### src/rtl/bkb_pkg.sv
// Purpose: shared constants of the channel B data and bus-cycle comparator
// Assumes: 8-bit register address, 32-bit register data
// Notes: offsets are byte addresses of aligned words
package bkb_pkg;
	// ==========================================================
	// register offsets
	localparam logic [7:0] OFF_VALUE = 8'h00;
	localparam logic [7:0] OFF_MASK = 8'h04;
	localparam logic [7:0] OFF_CYCSEL = 8'h08;
	localparam logic [7:0] OFF_CTRL = 8'h0c;
	localparam logic [7:0] OFF_CAPTURE = 8'h10;
	localparam logic [7:0] OFF_COUNT = 8'h14;
	// ==========================================================
	// reset values
	localparam logic [31:0] RST_VALUE = 32'h0000_0000;
	localparam logic [31:0] RST_MASK = 32'h0000_0000;
	localparam logic [15:0] RST_CYCSEL = 16'h0000;
	localparam logic [31:0] RST_CAPTURE = 32'h0000_0000;
	localparam logic [15:0] RST_COUNT = 16'h0000;
	localparam logic [31:0] RD_IDLE = 32'h0000_0000;
	// ==========================================================
	// field positions
	localparam int CYCSEL_W = 16;
	localparam int CYCSEL_USED_W = 8;
	localparam int SRC_LSB = 6;
	localparam int KIND_LSB = 4;
	localparam int DIR_LSB = 2;
	localparam int SIZE_LSB = 0;
	localparam int CTRL_CPU_FLAG_BIT = 14;
	localparam int CTRL_DMA_FLAG_BIT = 12;
	localparam int CTRL_DATA_EN_BIT = 7;
	// ==========================================================
	// two-bit field encodings and match counter limit
	localparam logic [1:0] SEL_OFF = 2'h0;
	localparam logic [1:0] SEL_LO = 2'h1;
	localparam logic [1:0] SEL_HI = 2'h2;
	localparam logic [1:0] SEL_BOTH = 2'h3;
	localparam logic [1:0] SIZE_BYTE = 2'h1;
	localparam logic [1:0] SIZE_WORD = 2'h2;
	localparam logic [1:0] SIZE_LONG = 2'h3;
	localparam logic [15:0] COUNT_MAX = 16'hffff;
endpackage

### src/rtl/bkb_data_cmp.sv
// Purpose: masked per-bit data comparison
// Assumes: all inputs on the core clock, purely combinational
// Notes: a set mask bit removes that bit from the comparison
`timescale 1ns/1ps
`default_nettype none
module bkb_data_cmp #(
	parameter int WIDTH = 32
) (
	// operands
	input wire logic [WIDTH-1:0] data_in,
	input wire logic [WIDTH-1:0] value_in,
	input wire logic [WIDTH-1:0] mask_in,
	// result
	output logic hit_out
);
	// ==========================================================
	// per-bit compare
	logic [WIDTH-1:0] bit_ok;
	genvar n;
	generate
		for (n = 0; n < WIDTH; n++)
		begin : g_bit
			assign bit_ok[n] = mask_in[n] | ~(data_in[n] ^ value_in[n]); // RULE3
		end
	endgenerate
	assign hit_out = &bit_ok; // RULE14
endmodule
`default_nettype wire

### src/rtl/bkb_cycle_cmp.sv
// Purpose: bus-cycle attribute comparison against the cycle selector
// Assumes: one bus cycle per valid clock, combinational
// Notes: a field of zero leaves that attribute out of the condition
`timescale 1ns/1ps
`default_nettype none
module bkb_cycle_cmp (
	// selector fields
	input wire logic [1:0] src_sel_in,
	input wire logic [1:0] kind_sel_in,
	input wire logic [1:0] dir_sel_in,
	input wire logic [1:0] size_sel_in,
	// bus cycle attributes
	input wire logic is_dma_in,
	input wire logic is_fetch_in,
	input wire logic is_write_in,
	input wire logic [1:0] size_in,
	// result
	output logic hit_out
);
	logic src_ok;
	logic kind_ok;
	logic dir_ok;
	logic size_ok;
	// ==========================================================
	// field checks
	always_comb
	begin
		src_ok = (src_sel_in == bkb_pkg::SEL_OFF) || (src_sel_in[0] && !is_dma_in)
			|| ((src_sel_in == bkb_pkg::SEL_HI) && is_dma_in); // RULE8
		kind_ok = (kind_sel_in == bkb_pkg::SEL_OFF) || (kind_sel_in == bkb_pkg::SEL_BOTH)
			|| ((kind_sel_in == bkb_pkg::SEL_LO) && is_fetch_in)
			|| ((kind_sel_in == bkb_pkg::SEL_HI) && !is_fetch_in); // RULE9
		dir_ok = (dir_sel_in == bkb_pkg::SEL_OFF) || (dir_sel_in == bkb_pkg::SEL_BOTH)
			|| ((dir_sel_in == bkb_pkg::SEL_LO) && !is_write_in)
			|| ((dir_sel_in == bkb_pkg::SEL_HI) && is_write_in); // RULE10
		size_ok = (size_sel_in == bkb_pkg::SEL_OFF) || (size_sel_in == size_in); // RULE11
	end
	assign hit_out = src_ok && kind_ok && dir_ok && size_ok; // RULE14
endmodule
`default_nettype wire

### src/rtl/bkb_top.sv
// Purpose: channel B data and bus-cycle break comparator
// Assumes: bus cycle attributes come from logic on the core clock
// Notes: register port answers reads one cycle after the strobe
// Summary of operation
// RULE1 - a 32-bit read/write break data value register resets to zero.
// RULE2 - a 32-bit read/write break data mask register resets to zero so all bits compare.
// RULE3 - each data bit is compared when its mask bit is 0 and ignored when it is 1.
// RULE4 - software picks an operand size whenever the data value is part of the condition.
// RULE5 - for byte compares software writes the same byte to bits 15:8 and 7:0 of the value.
// RULE6 - a 16-bit bus-cycle selection register resets to zero.
// RULE7 - bits 15:8 of the bus-cycle selection register always read as zero.
// RULE8 - source field 00 is off, any code with bit 6 set means CPU, 10 means DMA.
// RULE9 - access field 00 off, 01 fetch, 10 data access, 11 either.
// RULE10 - direction field 00 off, 01 read, 10 write, 11 either.
// RULE11 - size field 00 off, 01 byte, 10 word, 11 longword.
// RULE12 - the data compare joins the condition only while the data enable bit is set.
// RULE13 - a match on a CPU or DMA cycle sets a sticky flag cleared by writing 0 to it.
// RULE14 - a match needs every enabled comparison to hold in the same cycle.
`timescale 1ns/1ps
`default_nettype none
module bkb_top #(
	parameter int DATA_W = 32,
	parameter int ADDR_W = 8,
	parameter int COUNT_W = 16
) (
	// clock and reset
	input wire logic core_clk_in,
	input wire logic reset_in,
	// register port
	input wire logic [ADDR_W-1:0] reg_addr_in,
	input wire logic [DATA_W-1:0] reg_wdata_in,
	input wire logic reg_wr_in,
	input wire logic reg_rd_in,
	output logic [DATA_W-1:0] reg_rdata_out,
	// internal bus cycle under watch
	input wire logic bus_valid_in,
	input wire logic bus_is_dma_in,
	input wire logic bus_is_fetch_in,
	input wire logic bus_is_write_in,
	input wire logic [1:0] bus_size_in,
	input wire logic [DATA_W-1:0] bus_data_in,
	// match reporting
	output logic chan_b_match_out,
	output logic cpu_match_flag_b_out,
	output logic dma_match_flag_b_out
);
	// ==========================================================
	// state
	typedef struct packed {
		logic [DATA_W-1:0] value;
		logic [DATA_W-1:0] mask;
		logic [bkb_pkg::CYCSEL_USED_W-1:0] cycsel;
		logic data_en;
		logic cpu_flag;
		logic dma_flag;
		logic [DATA_W-1:0] capture;
		logic [COUNT_W-1:0] count;
		logic [DATA_W-1:0] rdata;
		logic match;
	} bkb_state_s;

	bkb_state_s st_r;
	bkb_state_s st_nxt;

	// ==========================================================
	// comparators
	logic data_hit;
	logic cycle_hit;
	logic cond_hit;
	logic wr_value;
	logic wr_mask;
	logic wr_cycsel;
	logic wr_ctrl;
	logic wr_count;
	logic [DATA_W-1:0] ctrl_view;
	logic [DATA_W-1:0] cycsel_view;

	bkb_data_cmp #(
		.WIDTH(DATA_W)
	) u_data (
		.data_in(bus_data_in),
		.value_in(st_r.value),
		.mask_in(st_r.mask),
		.hit_out(data_hit)
	);

	bkb_cycle_cmp u_cycle (
		.src_sel_in(st_r.cycsel[bkb_pkg::SRC_LSB +: 2]),
		.kind_sel_in(st_r.cycsel[bkb_pkg::KIND_LSB +: 2]),
		.dir_sel_in(st_r.cycsel[bkb_pkg::DIR_LSB +: 2]),
		.size_sel_in(st_r.cycsel[bkb_pkg::SIZE_LSB +: 2]),
		.is_dma_in(bus_is_dma_in),
		.is_fetch_in(bus_is_fetch_in),
		.is_write_in(bus_is_write_in),
		.size_in(bus_size_in),
		.hit_out(cycle_hit)
	);

	// ==========================================================
	// condition
	always_comb
	begin
		cond_hit = bus_valid_in && cycle_hit && (!st_r.data_en || data_hit); // RULE12 RULE14
	end

	// ==========================================================
	// write decode
	always_comb
	begin
		wr_value = reg_wr_in && (reg_addr_in == bkb_pkg::OFF_VALUE);
		wr_mask = reg_wr_in && (reg_addr_in == bkb_pkg::OFF_MASK);
		wr_cycsel = reg_wr_in && (reg_addr_in == bkb_pkg::OFF_CYCSEL);
		wr_ctrl = reg_wr_in && (reg_addr_in == bkb_pkg::OFF_CTRL);
		wr_count = reg_wr_in && (reg_addr_in == bkb_pkg::OFF_COUNT);
	end

	// ==========================================================
	// read views
	always_comb
	begin
		ctrl_view = '0;
		ctrl_view[bkb_pkg::CTRL_CPU_FLAG_BIT] = st_r.cpu_flag;
		ctrl_view[bkb_pkg::CTRL_DMA_FLAG_BIT] = st_r.dma_flag;
		ctrl_view[bkb_pkg::CTRL_DATA_EN_BIT] = st_r.data_en;
		cycsel_view = '0;
		cycsel_view[bkb_pkg::CYCSEL_USED_W-1:0] = st_r.cycsel; // RULE7
	end

	// ==========================================================
	// next state
	always_comb
	begin
		st_nxt = st_r;
		// value and mask registers
		if (wr_value)
		begin
			st_nxt.value = reg_wdata_in; // RULE1
		end
		if (wr_mask)
		begin
			st_nxt.mask = reg_wdata_in; // RULE2
		end
		// bus-cycle selector, upper bits not stored
		if (wr_cycsel)
		begin
			st_nxt.cycsel = reg_wdata_in[bkb_pkg::CYCSEL_USED_W-1:0]; // RULE6 RULE7
		end
		// control: enable written freely, flags only cleared by a 0
		if (wr_ctrl)
		begin
			st_nxt.data_en = reg_wdata_in[bkb_pkg::CTRL_DATA_EN_BIT]; // RULE12
			if (!reg_wdata_in[bkb_pkg::CTRL_CPU_FLAG_BIT])
			begin
				st_nxt.cpu_flag = 1'b0; // RULE13
			end
			if (!reg_wdata_in[bkb_pkg::CTRL_DMA_FLAG_BIT])
			begin
				st_nxt.dma_flag = 1'b0; // RULE13
			end
		end
		// match sets win over a clear in the same cycle
		if (cond_hit && !bus_is_dma_in)
		begin
			st_nxt.cpu_flag = 1'b1; // RULE13
		end
		if (cond_hit && bus_is_dma_in)
		begin
			st_nxt.dma_flag = 1'b1; // RULE13
		end
		// capture of the last matching data word
		if (cond_hit)
		begin
			st_nxt.capture = bus_data_in;
		end
		// saturating match counter, any write to the count register clears it
		if (wr_count)
		begin
			st_nxt.count = bkb_pkg::RST_COUNT;
		end
		else if (cond_hit && (st_r.count != bkb_pkg::COUNT_MAX))
		begin
			st_nxt.count = st_r.count + 16'h0001;
		end
		// one-cycle match pulse
		st_nxt.match = cond_hit; // RULE14
		// read data stands for one cycle only
		st_nxt.rdata = bkb_pkg::RD_IDLE;
		if (reg_rd_in)
		begin
			unique case (reg_addr_in)
				bkb_pkg::OFF_VALUE:
				begin
					st_nxt.rdata = st_r.value; // RULE1
				end
				bkb_pkg::OFF_MASK:
				begin
					st_nxt.rdata = st_r.mask; // RULE2
				end
				bkb_pkg::OFF_CYCSEL:
				begin
					st_nxt.rdata = cycsel_view; // RULE7
				end
				bkb_pkg::OFF_CTRL:
				begin
					st_nxt.rdata = ctrl_view;
				end
				bkb_pkg::OFF_CAPTURE:
				begin
					st_nxt.rdata = st_r.capture;
				end
				bkb_pkg::OFF_COUNT:
				begin
					st_nxt.rdata = {16'h0000, st_r.count};
				end
				default:
				begin
					st_nxt.rdata = bkb_pkg::RD_IDLE;
				end
			endcase
		end
	end

	// ==========================================================
	// state register
	always_ff @(posedge core_clk_in or posedge reset_in)
	begin
		if (reset_in)
		begin
			st_r.value <= bkb_pkg::RST_VALUE; // RULE1
			st_r.mask <= bkb_pkg::RST_MASK; // RULE2
			st_r.cycsel <= bkb_pkg::RST_CYCSEL[bkb_pkg::CYCSEL_USED_W-1:0]; // RULE6
			st_r.data_en <= 1'b0; // RULE12
			st_r.cpu_flag <= 1'b0;
			st_r.dma_flag <= 1'b0;
			st_r.capture <= bkb_pkg::RST_CAPTURE;
			st_r.count <= bkb_pkg::RST_COUNT;
			st_r.rdata <= bkb_pkg::RD_IDLE;
			st_r.match <= 1'b0;
		end
		else
		begin
			st_r <= st_nxt;
		end
	end

	// ==========================================================
	// outputs
	assign reg_rdata_out = st_r.rdata;
	assign chan_b_match_out = st_r.match;
	assign cpu_match_flag_b_out = st_r.cpu_flag;
	assign dma_match_flag_b_out = st_r.dma_flag;
endmodule
`default_nettype wire

### config.mk
export PLATFORM = sky130hd
export DESIGN_NAME = bkb_top
export DESIGN_NICKNAME = d
export VERILOG_FILES = /design/src/rtl/bkb_pkg.sv /design/src/rtl/bkb_data_cmp.sv /design/src/rtl/bkb_cycle_cmp.sv /design/src/rtl/bkb_top.sv
export SDC_FILE = /design/constraint.sdc
export NUM_CORES = 1
export LEC_CHECK = 0
export ABC_AREA = 1
export BUFFER_PORTS_ARGS = -buffer_cell sky130_fd_sc_hd__buf_2
export CAP_MARGIN = 5
export CORE_UTILIZATION = 31
export DETAILED_ROUTE_END_ITERATION = 12
export HOLD_SLACK_MARGIN = 0.12
export PLACE_DENSITY = 0.51
export SYNTH_ARGS = -nofsm -noshare
export SYNTH_HDL_FRONTEND = slang
export SYNTH_SLANG_ARGS = --single-unit
### constraint.sdc
create_clock -name core_clk_in -period 9.32 [get_ports core_clk_in]
set_input_delay 0.466 -clock core_clk_in [delete_from_list [all_inputs] [get_ports core_clk_in]]
set_output_delay 0.466 -clock core_clk_in [all_outputs]
set_load 0.03 [all_outputs]
==> summary.txt <==
status: finished, final reports clean
fraction of power spent switching nets: 0.288
hold buffer count at cts: 0
period utilisation layout: 0.288
fraction of registers with async set/reset: 1.00
most common flop cell mapped by yosys: dfrtp_1
Core Area: 25200 sq um
full die area: 26200 sq um
Post-CTS Resized: 0
vias in the first global route: 6404
synthesized flop and latch total: 156
Mean Syn Cell Area: 7.73 sq um
f_max: 372 MHz
RSZ-0062 raised after global routing: false
Die Span X: 162 microns
Layout fillers: 2687
# port buffers: 116
worst skew pair latency: 0.43 ns
Vias/cell: 4.56
Post-CTS Setup Inserts: 0
Die Y: 162 microns
yosys warns: 0
fin crit period: 2.69 ns
Root Buffer: clkbuf_16
starting density of the core: 0.315
internal power: 1.14 mW
Hold/Removal Path Class: in -> async
Post-DP HPWL: 15600 microns
first-pass GRT wire length: 35400 microns
Startpoint Class: input port
Worst Tran Pin Value: 1.12 ns
Setup TNS: 0 ns
Syn-to-layout area delta: 14.7%
Combinational Power Share: 0.118
sequential power share: 0.486
Syn Nets: 1114
WL/cell: 15.3 microns
NetSw: 0.461 mW
critical path class: in -> reg
Lkg Pwr: 4.63 nW
layout cells sized above 1: 0.156
CTS max path bufs: 2
area of the multi-input gates: 2960 sq um
CTS tree: done
placed insts: 1411
fin. max-slew vios: 0
pwr dens: 176 nW/um^2
Mapped Cells: 1027
data arrival time of the critical path: 3.00 ns
CP Capture Type: flop
clk slew on worst S/H paths: 0.07 ns
total grt overflow: 0
Remaining DRCs: 0
num rows: 58
relative slew slack: 0.250
Fin. Hold Viols: 0
Mapped Area: 7940 sq um
n_diodes: 0
Post-Layout Cell Count: 1442
initial antenna violation count: 0
# setup viols final: 0
CTS Sinks: 156
Cell variety after synth: 42
largest net degree at the start of global routing: 83
Fin Clk Skew: 0.0135 ns
EDFF count, synth: 0
required time worst endpoint: 9.63 ns
sequential area share after synthesis: 0.492
Sequential Area: 3900 sq um
total power: 1.60 mW
# nets final: 1187
via count: 6572
DRT antenna net count: 0
crit-path max FO: 64
H-Tree Depth: 4
power share of the clock group: 0.396
Total GRT Usage: 0.178
Max IR drop VDD: 0.0838 mV
Iteration-0 DRC Markers: 479
I/O Pins: 117
number of CTS-inserted buffers: 17
maxcap violations: 0
routability cong.: 0.839
drt total wl: 22100 microns
iteration count of the initial detailed-routing pass: 7
==> cell usage in the layout (no fill, tap or decap), types with 2 or more instances in the layout <==
cell and instances:
nand3_4 2, a21oi_1 12, clkinvlp_4 7, ha_1 5, clkinv_4 2, clkbuf_1 2, nor4_1 2, buf_4 3
nand4_1 3, a221oi_1 6, dfrtp_1 156, nor2_2 3, clkbuf_16 17, o221ai_1 8, nand2_1 298, o21ai_0 113
nand3_1 54, or2_1 2, inv_1 180, a31oi_1 4, o21ai_1 5, nor3_2 3, buf_2 116, inv_6 3
nor3_1 5, a211oi_1 6, inv_2 3, xor2_1 8, nor2_1 42, nand2_2 8, o22ai_1 20
==> through the flow <==
step	instance area (sq um)	setup WS, ns	hold slack [ns]	utilization
2_1_floorplan	7940	4.65	0.449	-
3_3_place_gp	8570	6.23	0.462	0.341
3_5_place_dp	8570	6.13	0.468	0.341
4_1_cts	9100	6.60	0.222	0.361
5_1_grt	9100	6.23	0.258	0.361
6_report	9100	6.63	0.193	0.361
==> logic make-up (layout without fill, tap and decap cells) <==
kind of cell / count (synthesis) / after routing / synth area share
xor+xnor: 9 / 9 / 0.00993
compound gates: 177 / 177 / 0.125
buf+inv: 250 / 335 / 0.136
flops: 156 / 156 / 0.492
simple gates: 430 / 430 / 0.229
fa+ha+maj: 5 / 5 / 0.00788
==> sequential cells by signal (all words and copies together), names as in the netlist <==
| register | count |
|---|---|
| st_r | 112 |
| reg_rdata_out | 32 |
| cpu_match_flag_b_out | 1 |
| cycsel_view | 8 |
| dma_match_flag_b_out | 1 |
| chan_b_match_out | 1 |
| ctrl_view | 1 |
==> Yosys cell counts, types with 8 or more instances <==
cell	count	area, sq um
nor2_1	43	161
o21ai_0	113	566
nand2_1	298	1120
o221ai_1	8	70.1
nand3_1	54	270
nand2_2	8	50.1
dfrtp_1	156	3900
clkbuf_1	25	93.8
buf_4	32	240
o22ai_1	20	125
xor2_1	8	70.1
inv_1	181	679
a21oi_1	12	60.1
==> power groups by stage <==
stage / sequential [mW] / combinational, mW / clock (mW)
2_1_floorplan: 0.780 / 0.133 / 0
3_3_place_gp: 0.789 / 0.190 / 0
3_5_place_dp: 0.790 / 0.193 / 0
4_1_cts: 0.778 / 0.194 / 0.655
5_1_grt: 0.786 / 0.223 / 0.679
6_report: 0.779 / 0.189 / 0.634
==> layer usage <==
layer | part of all wire | GRT usage | vias to the layer above
met5 | 0 | 0 | -
met4 | 0.011 | 0.0515 | 0
met3 | 0.036 | 0.0266 | 19
met2 | 0.45 | 0.287 | 140
met1 | 0.50 | 0.248 | 3084
li1 | - | - | 3329
==> critical path, cell delays in order <==
cell and delay [ns]:
buf_2 0.10, nor2_1 0.23, nand2_1 0.13, nor2_2 0.16, nand2_2 0.43, inv_2 0.35
nand2_2 0.68, o21ai_0 0.44
==> path summary, 6_finish.rpt <==
| path | start | end | slack [ns] | depth (start not counted) |
|---|---|---|---|---|
| worst min-delay path | reset_in | reg_rdata_out[30] | 0.19 | 2 |
| worst max-delay path | reg_addr_in[1] | st_r[108] | 6.63 | 8 |
| worst max register to register | cycsel_view[4] | dma_match_flag_b_out | 6.93 | 12 |
| max in group asynchronous | reset_in | st_r[60] | 7.62 | 3 |
| min in group core_clk_in | bus_data_in[20] | st_r[69] | 0.26 | 3 |
| worst min register to register | st_r[69] | st_r[69] | 0.48 | 2 |
==> cell type report <==
class,instances,share of cell area
Clock buffer,19,0.0476
Clock inverter,12,0.0102
Inverter,185,0.0769
Multi-Input combinational cell,621,0.325
Sequential cell,156,0.429
Tap cell,330,0.0454
Timing Repair Buffer,119,0.0663
Note: power is estimated with default switching activity, not from simulation.
